### src/hdl/dsg_pkg.sv
// Shared constants and types for the deep-sleep clock gating block.
// Assumes a 32-bit AXI4-Lite register port on a single 250 MHz clock.
package dsg_pkg;

  ////////////////////////////////////////////////////////////////////
  // Bus widths and answers
  localparam int DATA_W = 32;
  localparam int ADDR_W = 12;
  localparam logic [1:0] RESP_OKAY = 2'h0;
  localparam logic [1:0] RESP_DECERR = 2'h3;

  ////////////////////////////////////////////////////////////////////
  // Register byte offsets
  localparam logic [ADDR_W-1:0] RUN_CLOCK_CONFIG_OFS = 12'h060;
  localparam logic [ADDR_W-1:0] RUN_GATE_OFS = 12'h100;
  localparam logic [ADDR_W-1:0] SLEEP_GATE_OFS = 12'h110;
  localparam logic [ADDR_W-1:0] DEEP_SLEEP_GATE_OFS = 12'h120;
  localparam logic [ADDR_W-1:0] ACTIVE_GATE_OFS = 12'h130;
  localparam logic [ADDR_W-1:0] FAULT_STATUS_OFS = 12'h134;

  ////////////////////////////////////////////////////////////////////
  // Gating register layout, shared by all three copies
  localparam logic [DATA_W-1:0] GATE_RESET = 32'h0000_0040;
  localparam logic [DATA_W-1:0] GATE_RW_MASK = 32'h0101_0048;
  localparam int NUM_UNITS = 4;
  localparam int WATCHDOG_POS = 3;
  localparam int HIBERNATE_POS = 6;
  localparam int CONVERTER_POS = 16;
  localparam int CONTROLLER_AREA_POS = 24;
  localparam int UNIT_POS [NUM_UNITS] = '{WATCHDOG_POS, HIBERNATE_POS,
                                          CONVERTER_POS, CONTROLLER_AREA_POS};
  localparam logic [1:0] UNIT_WATCHDOG = 2'h0;
  localparam logic [1:0] UNIT_HIBERNATE = 2'h1;
  localparam logic [1:0] UNIT_CONVERTER = 2'h2;
  localparam logic [1:0] UNIT_CONTROLLER_AREA = 2'h3;

  ////////////////////////////////////////////////////////////////////
  // Run clock configuration layout
  localparam int AUTO_GATING_POS = 0;
  localparam logic [DATA_W-1:0] RUN_CLOCK_CONFIG_RESET = 32'h0000_0000;
  localparam logic [DATA_W-1:0] RUN_CLOCK_CONFIG_MASK = 32'h0000_0001;
  localparam logic [DATA_W-1:0] FAULT_STATUS_MASK = 32'h0000_000F;

  ////////////////////////////////////////////////////////////////////
  // Types
  typedef enum logic [1:0] {
    DSG_MODE_RUN = 2'b00,
    DSG_MODE_SLEEP = 2'b01,
    DSG_MODE_DEEP = 2'b10
  } dsg_mode_t;

  typedef struct packed {
    logic valid;
    logic write;
    logic [1:0] unit;
  } dsg_preq_t;

endpackage : dsg_pkg

### src/hdl/dsg_enable_stage.sv
// One registered clock enable for a single peripheral unit.
// Assumes the enable feeds an integrated clock gate cell downstream.
`timescale 1ns/1ps
module dsg_enable_stage #(
  parameter logic RESET_VAL = 1'b0
) (
  // Clock and reset
  input wire logic mclk,
  input wire logic nrst,
  // Enable in and out
  input wire logic en_next,
  output logic en
);

  ////////////////////////////////////////////////////////////////////
  // Held in a flop so the gate cell never sees a combinational glitch
  always_ff @(posedge mclk or negedge nrst) begin
    if (!nrst) begin
      en <= RESET_VAL;
    end else begin
      en <= en_next;
    end
  end

endmodule : dsg_enable_stage

### src/hdl/dsg_fault_guard.sv
// Screens peripheral accesses against the live clock enables.
// Assumes requests are single-cycle strobes from the system bus fabric.
`timescale 1ns/1ps
module dsg_fault_guard #(
  parameter int NUM_UNITS = dsg_pkg::NUM_UNITS
) (
  // Clock and reset
  input wire logic mclk,
  input wire logic nrst,
  // Request from the fabric and live enables
  input dsg_pkg::dsg_preq_t preq,
  input wire logic [NUM_UNITS-1:0] unit_en,
  // Passed request and fault answer
  output dsg_pkg::dsg_preq_t pfwd,
  output logic bus_fault,
  output logic [NUM_UNITS-1:0] fault_set
);

  logic hit_on;

  assign hit_on = unit_en[preq.unit];

  ////////////////////////////////////////////////////////////////////
  // Forward only to a clocked unit
  always_comb begin
    pfwd = preq;
    pfwd.valid = preq.valid & hit_on;
  end

  always_ff @(posedge mclk or negedge nrst) begin
    if (!nrst) begin
      bus_fault <= 1'b0;
      fault_set <= '0;
    end else begin
      bus_fault <= preq.valid & ~hit_on;
      fault_set <= '0;
      if (preq.valid && !hit_on) begin
        fault_set[preq.unit] <= 1'b1;
      end
    end
  end

endmodule : dsg_fault_guard

### src/hdl/dsg_clock_gating.sv
// Peripheral clock gating control with run, sleep and deep-sleep sets.
// Assumes an AXI4-Lite master, one 250 MHz clock, and a power mode input
// from the core that changes only between bus transfers.
//
// Summary of operation
// - Each writable gating bit enables its unit's clock when set.
// - Accesses to an unclocked unit are answered with a bus fault.
// - Gating bits other than bit 6 reset to zero; register resets to 0x00000040.
// - Bit 6 gates hibernation clock, read/write, resets to one.
// - Bit 24 gates controller-area-network unit 0, resets to zero.
// - Bit 16 gates successive-approximation converter 0, resets to zero.
// - Bit 3 gates the watchdog clock, resets to zero.
// - Three gating registers: run, sleep, and deep-sleep at 0x120.
// - Sleep sets apply only while the automatic-gating bit is set.
// - Reserved bits are read-only zero; software preserves them.
`timescale 1ns/1ps
module dsg_clock_gating #(
  parameter int ADDR_W = dsg_pkg::ADDR_W,
  parameter int DATA_W = dsg_pkg::DATA_W
) (
  // Clock and reset
  input wire logic mclk,
  input wire logic nrst,
  // AXI4-Lite write address
  input wire logic s_axi_awvalid,
  output logic s_axi_awready,
  input wire logic [ADDR_W-1:0] s_axi_awaddr,
  input wire logic [2:0] s_axi_awprot,
  // AXI4-Lite write data
  input wire logic s_axi_wvalid,
  output logic s_axi_wready,
  input wire logic [DATA_W-1:0] s_axi_wdata,
  input wire logic [DATA_W/8-1:0] s_axi_wstrb,
  // AXI4-Lite write response
  output logic s_axi_bvalid,
  input wire logic s_axi_bready,
  output logic [1:0] s_axi_bresp,
  // AXI4-Lite read address
  input wire logic s_axi_arvalid,
  output logic s_axi_arready,
  input wire logic [ADDR_W-1:0] s_axi_araddr,
  input wire logic [2:0] s_axi_arprot,
  // AXI4-Lite read data
  output logic s_axi_rvalid,
  input wire logic s_axi_rready,
  output logic [DATA_W-1:0] s_axi_rdata,
  output logic [1:0] s_axi_rresp,
  // Power mode from the core
  input dsg_pkg::dsg_mode_t power_mode,
  // Peripheral access screening
  input dsg_pkg::dsg_preq_t periph_req,
  output dsg_pkg::dsg_preq_t periph_fwd,
  output logic periph_bus_fault,
  // Unit clock enables
  output logic watchdog_clock_en,
  output logic hibernate_clock_en,
  output logic converter_clock_en,
  output logic controller_area_clock_en
);

  localparam int NU = dsg_pkg::NUM_UNITS;

  ////////////////////////////////////////////////////////////////////
  // Declarations
  logic aw_full_reg;
  logic [ADDR_W-1:0] aw_addr_reg;
  logic w_full_reg;
  logic [DATA_W-1:0] w_data_reg;
  logic [DATA_W/8-1:0] w_strb_reg;
  logic bvalid_reg;
  logic [1:0] bresp_reg;
  logic rvalid_reg;
  logic [DATA_W-1:0] rdata_reg;
  logic [1:0] rresp_reg;
  logic wr_go;
  logic rd_go;
  logic [DATA_W-1:0] byte_mask;
  logic wr_hit;
  logic rd_hit;
  logic [DATA_W-1:0] rd_value;

  logic [DATA_W-1:0] run_gate_reg_zero;
  logic [DATA_W-1:0] sleep_gate_reg_zero;
  logic [DATA_W-1:0] deep_sleep_gate_reg_zero;
  logic [DATA_W-1:0] run_clock_config;
  logic [NU-1:0] fault_status_reg;
  logic [NU-1:0] fault_status_next;
  logic [NU-1:0] fault_set;
  logic [NU-1:0] fault_clr;
  logic auto_gating_select;
  logic [DATA_W-1:0] active_gate;
  logic [NU-1:0] unit_en_next;
  logic [NU-1:0] unit_en;
  logic [DATA_W-1:0] active_view;

  ////////////////////////////////////////////////////////////////////
  // Write channel: address and data taken in either order
  // Ready held low while a response waits, so one write is open at most
  assign s_axi_awready = ~aw_full_reg & ~bvalid_reg;
  assign s_axi_wready = ~w_full_reg & ~bvalid_reg;
  assign wr_go = aw_full_reg & w_full_reg & ~bvalid_reg;

  always_ff @(posedge mclk or negedge nrst) begin
    if (!nrst) begin
      aw_full_reg <= 1'b0;
      aw_addr_reg <= '0;
    end else if (s_axi_awvalid && s_axi_awready) begin
      aw_full_reg <= 1'b1;
      aw_addr_reg <= s_axi_awaddr;
    end else if (wr_go) begin
      aw_full_reg <= 1'b0;
    end
  end

  always_ff @(posedge mclk or negedge nrst) begin
    if (!nrst) begin
      w_full_reg <= 1'b0;
      w_data_reg <= '0;
      w_strb_reg <= '0;
    end else if (s_axi_wvalid && s_axi_wready) begin
      w_full_reg <= 1'b1;
      w_data_reg <= s_axi_wdata;
      w_strb_reg <= s_axi_wstrb;
    end else if (wr_go) begin
      w_full_reg <= 1'b0;
    end
  end

  // Byte lanes widened to bit mask
  always_comb begin
    for (int b = 0; b < DATA_W / 8; b++) begin
      byte_mask[b*8 +: 8] = {8{w_strb_reg[b]}};
    end
  end

  always_comb begin
    unique case (aw_addr_reg)
      dsg_pkg::RUN_CLOCK_CONFIG_OFS: wr_hit = 1'b1;
      dsg_pkg::RUN_GATE_OFS: wr_hit = 1'b1;
      dsg_pkg::SLEEP_GATE_OFS: wr_hit = 1'b1;
      dsg_pkg::DEEP_SLEEP_GATE_OFS: wr_hit = 1'b1;
      dsg_pkg::ACTIVE_GATE_OFS: wr_hit = 1'b1;
      dsg_pkg::FAULT_STATUS_OFS: wr_hit = 1'b1;
      default: wr_hit = 1'b0;
    endcase
  end

  always_ff @(posedge mclk or negedge nrst) begin
    if (!nrst) begin
      bvalid_reg <= 1'b0;
      bresp_reg <= dsg_pkg::RESP_OKAY;
    end else if (wr_go) begin
      bvalid_reg <= 1'b1;
      bresp_reg <= wr_hit ? dsg_pkg::RESP_OKAY : dsg_pkg::RESP_DECERR;
    end else if (s_axi_bready) begin
      bvalid_reg <= 1'b0;
    end
  end

  assign s_axi_bvalid = bvalid_reg;
  assign s_axi_bresp = bresp_reg;

  ////////////////////////////////////////////////////////////////////
  // Gating registers, one copy per operating mode
  // Only unit bits take writes; reserved bits never leave zero
  // run gating set
  always_ff @(posedge mclk or negedge nrst) begin
    if (!nrst) begin
      run_gate_reg_zero <= dsg_pkg::GATE_RESET;
    end else if (wr_go && aw_addr_reg == dsg_pkg::RUN_GATE_OFS) begin
      run_gate_reg_zero <= (run_gate_reg_zero & ~(byte_mask & dsg_pkg::GATE_RW_MASK))
                         | (w_data_reg & byte_mask & dsg_pkg::GATE_RW_MASK);
    end
  end

  always_ff @(posedge mclk or negedge nrst) begin
    if (!nrst) begin
      sleep_gate_reg_zero <= dsg_pkg::GATE_RESET;
    end else if (wr_go && aw_addr_reg == dsg_pkg::SLEEP_GATE_OFS) begin
      sleep_gate_reg_zero <= (sleep_gate_reg_zero & ~(byte_mask & dsg_pkg::GATE_RW_MASK))
                           | (w_data_reg & byte_mask & dsg_pkg::GATE_RW_MASK);
    end
  end

  always_ff @(posedge mclk or negedge nrst) begin
    if (!nrst) begin
      deep_sleep_gate_reg_zero <= dsg_pkg::GATE_RESET;
    end else if (wr_go && aw_addr_reg == dsg_pkg::DEEP_SLEEP_GATE_OFS) begin
      deep_sleep_gate_reg_zero <=
        (deep_sleep_gate_reg_zero & ~(byte_mask & dsg_pkg::GATE_RW_MASK))
        | (w_data_reg & byte_mask & dsg_pkg::GATE_RW_MASK);
    end
  end

  // Automatic gating select
  always_ff @(posedge mclk or negedge nrst) begin
    if (!nrst) begin
      run_clock_config <= dsg_pkg::RUN_CLOCK_CONFIG_RESET;
    end else if (wr_go && aw_addr_reg == dsg_pkg::RUN_CLOCK_CONFIG_OFS) begin
      run_clock_config <= (run_clock_config & ~(byte_mask & dsg_pkg::RUN_CLOCK_CONFIG_MASK))
                        | (w_data_reg & byte_mask & dsg_pkg::RUN_CLOCK_CONFIG_MASK);
    end
  end

  assign auto_gating_select = run_clock_config[dsg_pkg::AUTO_GATING_POS];

  ////////////////////////////////////////////////////////////////////
  // Sticky fault flags, write one to clear, set wins
  // Flags come from the guard one cycle after the refused access
  always_comb begin
    fault_clr = '0;
    if (wr_go && aw_addr_reg == dsg_pkg::FAULT_STATUS_OFS && w_strb_reg[0]) begin
      fault_clr = w_data_reg[NU-1:0];
    end
    fault_status_next = (fault_status_reg & ~fault_clr) | fault_set;
  end

  always_ff @(posedge mclk or negedge nrst) begin
    if (!nrst) begin
      fault_status_reg <= '0;
    end else begin
      fault_status_reg <= fault_status_next;
    end
  end

  ////////////////////////////////////////////////////////////////////
  // Gating set in force
  // Unused mode code falls back to the run set
  // sleep sets need auto gating
  always_comb begin
    active_gate = run_gate_reg_zero;
    if (auto_gating_select) begin
      unique case (power_mode)
        dsg_pkg::DSG_MODE_RUN: active_gate = run_gate_reg_zero;
        dsg_pkg::DSG_MODE_SLEEP: active_gate = sleep_gate_reg_zero;
        dsg_pkg::DSG_MODE_DEEP: active_gate = deep_sleep_gate_reg_zero;
        default: active_gate = run_gate_reg_zero;
      endcase
    end
  end

  generate
    for (genvar u = 0; u < NU; u++) begin : g_unit
      assign unit_en_next[u] = active_gate[dsg_pkg::UNIT_POS[u]];
      dsg_enable_stage #(
        .RESET_VAL(dsg_pkg::GATE_RESET[dsg_pkg::UNIT_POS[u]])
      ) u_stage (
        .mclk(mclk),
        .nrst(nrst),
        .en_next(unit_en_next[u]),
        .en(unit_en[u])
      );
    end
  endgenerate

  assign watchdog_clock_en = unit_en[dsg_pkg::UNIT_WATCHDOG];
  assign hibernate_clock_en = unit_en[dsg_pkg::UNIT_HIBERNATE];
  assign converter_clock_en = unit_en[dsg_pkg::UNIT_CONVERTER];
  assign controller_area_clock_en = unit_en[dsg_pkg::UNIT_CONTROLLER_AREA];

  // Live enables shown in gating layout
  always_comb begin
    active_view = '0;
    for (int u = 0; u < NU; u++) begin
      active_view[dsg_pkg::UNIT_POS[u]] = unit_en[u];
    end
  end

  ////////////////////////////////////////////////////////////////////
  // Access screening against live enables
  // Screening follows the flopped enables, not the register contents
  // gated unit faults
  dsg_fault_guard #(
    .NUM_UNITS(NU)
  ) u_guard (
    .mclk(mclk),
    .nrst(nrst),
    .preq(periph_req),
    .unit_en(unit_en),
    .pfwd(periph_fwd),
    .bus_fault(periph_bus_fault),
    .fault_set(fault_set)
  );

  ////////////////////////////////////////////////////////////////////
  // Read channel
  // Address decoded at the handshake; answer held until taken
  assign s_axi_arready = ~rvalid_reg;
  assign rd_go = s_axi_arvalid & s_axi_arready;

  always_comb begin
    rd_hit = 1'b1;
    rd_value = '0;
    unique case (s_axi_araddr)
      dsg_pkg::RUN_CLOCK_CONFIG_OFS: rd_value = run_clock_config;
      dsg_pkg::RUN_GATE_OFS: rd_value = run_gate_reg_zero;
      dsg_pkg::SLEEP_GATE_OFS: rd_value = sleep_gate_reg_zero;
      dsg_pkg::DEEP_SLEEP_GATE_OFS: rd_value = deep_sleep_gate_reg_zero;
      dsg_pkg::ACTIVE_GATE_OFS: rd_value = active_view;
      dsg_pkg::FAULT_STATUS_OFS: rd_value = {{(DATA_W-NU){1'b0}}, fault_status_reg};
      default: rd_hit = 1'b0;
    endcase
  end

  always_ff @(posedge mclk or negedge nrst) begin
    if (!nrst) begin
      rvalid_reg <= 1'b0;
      rdata_reg <= '0;
      rresp_reg <= dsg_pkg::RESP_OKAY;
    end else if (rd_go) begin
      rvalid_reg <= 1'b1;
      rdata_reg <= rd_value;
      rresp_reg <= rd_hit ? dsg_pkg::RESP_OKAY : dsg_pkg::RESP_DECERR;
    end else if (s_axi_rready) begin
      rvalid_reg <= 1'b0;
    end
  end

  assign s_axi_rvalid = rvalid_reg;
  assign s_axi_rdata = rdata_reg;
  assign s_axi_rresp = rresp_reg;

endmodule : dsg_clock_gating

### config.mk
export PLATFORM = sky130hd
export DESIGN_NAME = dsg_clock_gating
export DESIGN_NICKNAME = d
export VERILOG_FILES = /design/src/hdl/dsg_pkg.sv /design/src/hdl/dsg_enable_stage.sv /design/src/hdl/dsg_fault_guard.sv /design/src/hdl/dsg_clock_gating.sv
export SDC_FILE = /design/constraint.sdc
export NUM_CORES = 1
export LEC_CHECK = 0
export BUFFER_PORTS_ARGS = -buffer_cell sky130_fd_sc_hd__buf_4
export CORE_MARGIN = 2
export CORE_UTILIZATION = 25
export CTS_BUF_LIST = sky130_fd_sc_hd__clkbuf_4
export DETAILED_ROUTE_END_ITERATION = 16
export GPL_TIMING_DRIVEN = 1
export PLACE_DENSITY_LB_ADDON = 0.1
export SYNTH_ARGS = -nofsm -noshare
export SYNTH_HDL_FRONTEND = slang
export SYNTH_SLANG_ARGS = --single-unit
export TNS_END_PERCENT = 5
### constraint.sdc
create_clock -name mclk -period 4.65 [get_ports mclk]
set_input_delay 0.465 -clock mclk [delete_from_list [all_inputs] [get_ports mclk]]
set_output_delay 0.465 -clock mclk [all_outputs]
set_load 0.02 [all_outputs]
==> metrics, run 1 <==
status=completed; setup violators final=0; Root Driver=clkbuf_4; RSZ-0062 raised after global routing=false; H-tree depth=3; worst vdd ir=~0.25 mV; maxcap violations=0; setup bufs post-CTS=0; setup TNS=0 ns; largest family of logic cells by synthesized area=multiplexers; slew margin rel.=0.458; Tcrit/Tclk final=0.452; Worst setup SP type=flip-flop; antenna cells=0; Critical Path AT=1.63 ns; Worst path slowest cell=mux4_2; Avg Inst Size Synth=between 10 and 15 µm²; Final HPWL DP=just over 5 mm; Max Root-Sink Buffers=2; fin util=0.320; Inserted Clock Buffers=9; leading cell type in the layout, fill and taps excluded=buf_4; post-synthesis sequential area ratio=0.522; total congestion overflow=0; RD Place Congestion=between 0.6 and 0.7; Worst Path Required=roughly 4.2 ns; clock insertion delay at the later pin of the skew report=0.39 ns; # hold bufs at CTS=0; DIE AREA=12600 µm²; hold crit path type=input pin to async pin; Clock Sinks=61; Worst Skew=0.0175 ns; final hold vios=0; Initial DRC Count=37; synthesized instance count=between 200 and 300; IO Port Bufs=69; vias in the first global route=approximately 2000; Slew Limit Fails=0; Clk pin slew, worst setup/hold paths=~0.11 ns; highest-count cells in the layout ignoring fill and taps=buf_4, dfrtp_1, mux2_2; TritonCTS clock tree=done; share of layout cells above drive strength 1=0.401; io pins=129; CP Max Fanout=3; actual slew at the worst max-slew pin=around 0.81 ns; number of synthesis warnings=0; Post-CTS Resized=0; Lkg Pwr=1.65 nW; xor/xnor share of the synthesized area=0; Initial Util=0.257; largest net degree at the start of global routing=62; # DRC=0; mean number of vias per cell=between 4 and 5; synthesis-to-finish area growth=24.4%; initial antenna violation count=0; Post-Syn Area=about 3000 µm²; post-DR wirelength/cell=14.3 µm; first drt pass iteration count=4; via count=around 2000; WHS=0.135 ns; Synth Area in Simple Gates=0.138; flops & latches, synth=61; Compound-Gate Fraction of Synth Area=0.0657; DRT Wirelength=roughly 6.7 mm; CP max stage delay=approximately 0.47 ns; placed inst area=~3500 µm²; Max Freq=around 480 MHz; post-synthesis mux area share=0.169; Setup crit end kind=output pin; crit path time final=2.10 ns; row cnt=39; critical path cell sequence=mux4_2, and2_1, buf_4; P per Cell Area=448 nW/µm²; post-synthesis adder-cell area fraction=0.00853; Core Box Area=11400 µm²; CP Class=flip-flop to output pin; Tot GR Track Use=0.111; first-pass GRT wire length=10.9 mm; Final #Nets=400; DIE HEIGHT=112 µm; die width=around 110 µm; Yosys cell types=36; Post-DRT Antenna Nets=0; Design Area, Final=roughly 3700 µm²
## synthesized netlist by cell type
library cell	count	share of area
a22o_1	1	0.0030
and3b_1	1	0.0030
nor4_1	5	0.011
dfrtp_1	57	0.49
a22oi_1	5	0.013
nor3b_1	3	0.0077
nand3b_1	4	0.010
mux4_2	5	0.038
or3_2	1	0.0026
nand2_1	28	0.036
nor3b_2	1	0.0043
nor2_1	5	0.0064
a31oi_1	1	0.0021
conb_1	1	0.0013
inv_1	8	0.010
nor4_4	1	0.0072
and3_1	1	0.0021
o21ai_0	15	0.026
ha_1	2	0.0085
nand4_1	5	0.011
mux2_2	33	0.13
buf_4	30	0.077
clkbuf_1	4	0.0051
a21o_1	6	0.015
and2_1	4	0.0085
nand2b_1	1	0.0021
nand3_1	4	0.0068
nor3_1	2	0.0034
a21oi_1	4	0.0068
or4_4	1	0.0038
nor2b_1	3	0.0064
dfstp_2	4	0.036
mux2_1	1	0.0038
or4_1	1	0.0026
nor4bb_1	1	0.0034
buf_6	1	0.0038
## per-stage QoR
step / instances / total power (W) / setup slack (ns)
finish: 467 / 0.00164 / 2.55
global placement: 451 / 0.00118 / 2.62
global route: 467 / 0.00175 / 2.45
CTS: 467 / 0.00167 / 2.51
detailed placement: 451 / 0.00118 / 2.62
floorplan: 274 / 0.00106 / 2.66
## cells by family (layout without fill, tap and decap cells)
group                      count (synthesis)  count (layout)
AOI/OAI and AO/OA                         32              32
adders and majority gates                  2               2
buffers and inverters                     43              93
DFF                                       61              61
muxes                                     39              39
other                                      1              25
and+or+nand+nor                           72              72
## where the power goes
part	internal, W	switching (W)
Combinational	0.000206	0.000199
Clock	0.000282	0.000192
Sequential	0.000650	0.000108
## layout make-up
type,instances,area [µm²]
repair buffers,69,518
fillers,1215,7770
flip-flops and latches,61,1530
clock buffers,11,82.6
clock inverters,5,98.8
well taps,143,179
multi-input cells,170,1210
inverters,8,30.0
## metal layers
metal / track usage / part of all wire / wire (µm) / vias up
met3: 0.0454 / 0.072 / 483 / 10
met4: 0.0228 / 0.0099 / 66 / 0
met1: 0.145 / 0.46 / 3050 / 982
met5: 0 / 0 / 0 / -
met2: 0.174 / 0.46 / 3080 / 77
li1: - / - / - / 977
## worst max-delay path, delay by kind of cell, from the launching register on
family | cells | cell delay [ns]
muxes | 1 | 0.47
DFF | 1 | 0.43
and+or+nand+nor | 1 | 0.19
buffers and inverters | 1 | 0.16
## worst paths after layout
kind                                       from             endpoint  slack [ns]  cells past startpoint
setup reg to reg                aw_addr_reg[11]            flip-flop        2.60                      4
hold / removal                             nrst      s_axi_rdata[16]        0.14                      1
min in group mclk                  s_axi_bready         s_axi_bvalid        0.23                      2
max in group asynchronous                  nrst            async pin        3.95                      1
setup / recovery           g_unit[2].u_stage.en        periph_fwd[3]        2.55                      3
hold reg to reg            u_guard.fault_set[0]  fault_status_reg[0]        0.43                      1
Note: power is estimated with default switching activity, not from simulation.
==> run 2: changes to the inputs <==
==> constraint.sdc (replaced) <==
create_clock -name mclk -period 2.1 [get_ports mclk]
set_input_delay 0.21 -clock mclk [delete_from_list [all_inputs] [get_ports mclk]]
set_output_delay 0.21 -clock mclk [all_outputs]
set_load 0.02 [all_outputs]
==> run 2 against run 1 <==
Effect of this change:
- setup slack got worse by 2.4 ns
- count of clock-buffer cells in the layout shrank 1
- register-to-register slack got worse by 2.5 ns
- via count is 0.54% higher
- combinational power is 140% higher
- sequential cell count stayed put
- core utilization rose by 0.88 points
- clock power grew 66%
- largest cell class unchanged
==> metrics, run 2 (synthesis results as in run 1) <==
status=completed; Initial Util=0.257 (unchanged); slew margin rel.=0.457 (-0.00142); IO Port Bufs=69 (unchanged); Max Root-Sink Buffers=2 (unchanged); Final HPWL DP=5.02 mm (-0.83%); Clk pin slew, worst setup/hold paths=0.11 ns (about the same); total congestion overflow=0 (unchanged); fin util=0.329 (+0.00877); antenna cells=0 (unchanged); Worst Path Required=1.89 ns (-2.29 ns); worst hold start=s_axi_awaddr[9]; Setup WS pre-CTS=0.150 ns (-2.47 ns); setup TNS=0 ns (unchanged); post-DR wirelength/cell=13.7 µm (-3.9%); crit path time final=between 1.5 and 2 ns; via count=2057 (+0.54%); # DRC=0 (unchanged); FF-to-FF Start=aw_addr_reg[11]; critical path cell sequence=dlygate4sd3_1, buf_4, mux4_2, and2_1, buf_4; Final #Nets=417 (+4.3%); Hold Path Sink=aw_addr_reg[9]; leading cell type in the layout, fill and taps excluded=buf_4; Inserted Clock Buffers=9 (unchanged); Critical Path AT=1.75 ns (+0.12 ns); FF-to-FF path depth=5 (+1); worst path bufs/invs=3 (+2); io pins=129 (unchanged); Core Box Area=11400 µm² (unchanged); worst vdd ir=0.467 mV (+87%); largest net degree at the start of global routing=62 (unchanged); CP max stage delay=0.54 ns (+0.07 ns); Tcrit/Tclk final=0.936; synthesis-to-finish area growth=27.8%; Slew Limit Fails=0 (unchanged); CP Max Fanout=6 (+3); P per Cell Area=913 nW/µm² (+100%); CP delay by family, top=buffers and inverters; first drt pass iteration count=4 (unchanged); Tot GR Track Use=0.110 (-0.00118); Initial DRC Count=69 (+86%); hold depth=2; Final WS setup=0.135 ns (-2.42 ns); Post-CTS Resized=0 (unchanged); R2R setup slack=0.15 ns (-2.45 ns); Worst setup SP type=input pin; final hold vios=0 (unchanged); die width=112 µm (unchanged); Worst Skew=0.0140 ns (-0.00349 ns); mean number of vias per cell=4.25 (-3.0%); TritonCTS clock tree=done; Worst path slowest cell=dlygate4sd3_1; RSZ-0062 raised after global routing=false; highest-count cells in the layout ignoring fill and taps=buf_4, dfrtp_1, mux2_2; share of layout cells above drive strength 1=0.402 (+0.000525); Max Freq=roughly 510 MHz; first-pass GRT wire length=10.8 mm (-1.3%); vias in the first global route=2054 (+1.2%); CP Class=input pin to output pin; H-tree depth=3 (unchanged); Setup crit end kind=output pin; Post-DRT Antenna Nets=0 (unchanged); hold crit path type=input pin to flip-flop; actual slew at the worst max-slew pin=0.815 ns (+0.00212 ns); setup violators final=0 (unchanged); Lkg Pwr=1.71 nW (+3.5%); initial antenna violation count=0 (unchanged); most frequent CP cell=buf_4; DIE AREA=12600 µm² (unchanged); DRT Wirelength=6.65 mm (-0.39%); Clock Sinks=61 (unchanged); clock insertion delay at the later pin of the skew report=0.40 ns (about the same); row cnt=39 (unchanged); DIE HEIGHT=112 µm (unchanged); Root Driver=clkbuf_4; RD Place Congestion=0.689 (-0.79%); maxcap violations=0 (unchanged)
-- run 2: worst max path at each step --
stage | slack, ns | startpoint | cells after the start | to
floorplan | 0.11 | s_axi_bvalid | 5 | aw_addr_reg[10]
global placement | 0.15 | aw_addr_reg[11] | 5 | fault_status_reg[2]
detailed placement | 0.15 | aw_addr_reg[11] | 5 | fault_status_reg[2]
CTS | 0.12 | periph_req[1] | 5 | periph_fwd[3]
global route | 0.05 | aw_addr_reg[11] | 5 | fault_status_reg[2]
finish | 0.14 | periph_req[1] | 5 | periph_fwd[3]
-- run 2: cell type report --
| class | instances | area, µm² |
|---|---|---|
| Clock inverter | 6 | 53.8 |
| Timing Repair Buffer | 86 | 671 |
| Clock buffer | 10 | 75.1 |
| Fill cell | 1184 | 7670 |
| Tap cell | 143 | 179 |
| Multi-Input combinational cell | 170 | 1210 |
| Inverter | 8 | 30.0 |
| Sequential cell | 61 | 1530 |
-- run 2: layer usage --
metal  share of wire  track usage
met3           0.075       0.0448
met2            0.45        0.169
met4           0.010       0.0301
met1            0.47        0.143
met5               0            0
-- run 2: power by group --
part	total [W]	switching (W)	internal, W
registers	0.00168	0.000240	0.00144
logic	0.000955	0.000454	0.000502
clock network	0.000789	0.000424	0.000365
-- run 2: through the flow --
step | std cells | cell area [µm²] | hold slack (ns) | power [W]
floorplan | 274 | 3020 | -0.0856 | 0.00234
global placement | 458 | 3520 | 0.360 | 0.00266
detailed placement | 458 | 3520 | 0.360 | 0.00267
CTS | 480 | 3710 | 0.00588 | 0.00350
global route | 484 | 3750 | 0.00241 | 0.00367
finish | 484 | 3750 | 0.0393 | 0.00342
-- run 2: what timing repair did --
| action | in CTS | in global routing |
|---|---|---|
| setup buffers | 0 | 0 |
| hold buffers | 6 | 4 |
| hold endpoints to repair | 62 | 4 |
-- run 2: worst reg2reg max path, delay by kind of cell (launching register included) --
family,cells,cell delay (ns)
and+or+nand+nor,3,0.96
DFF,1,0.40
muxes,1,0.30
buffers and inverters,1,0.18
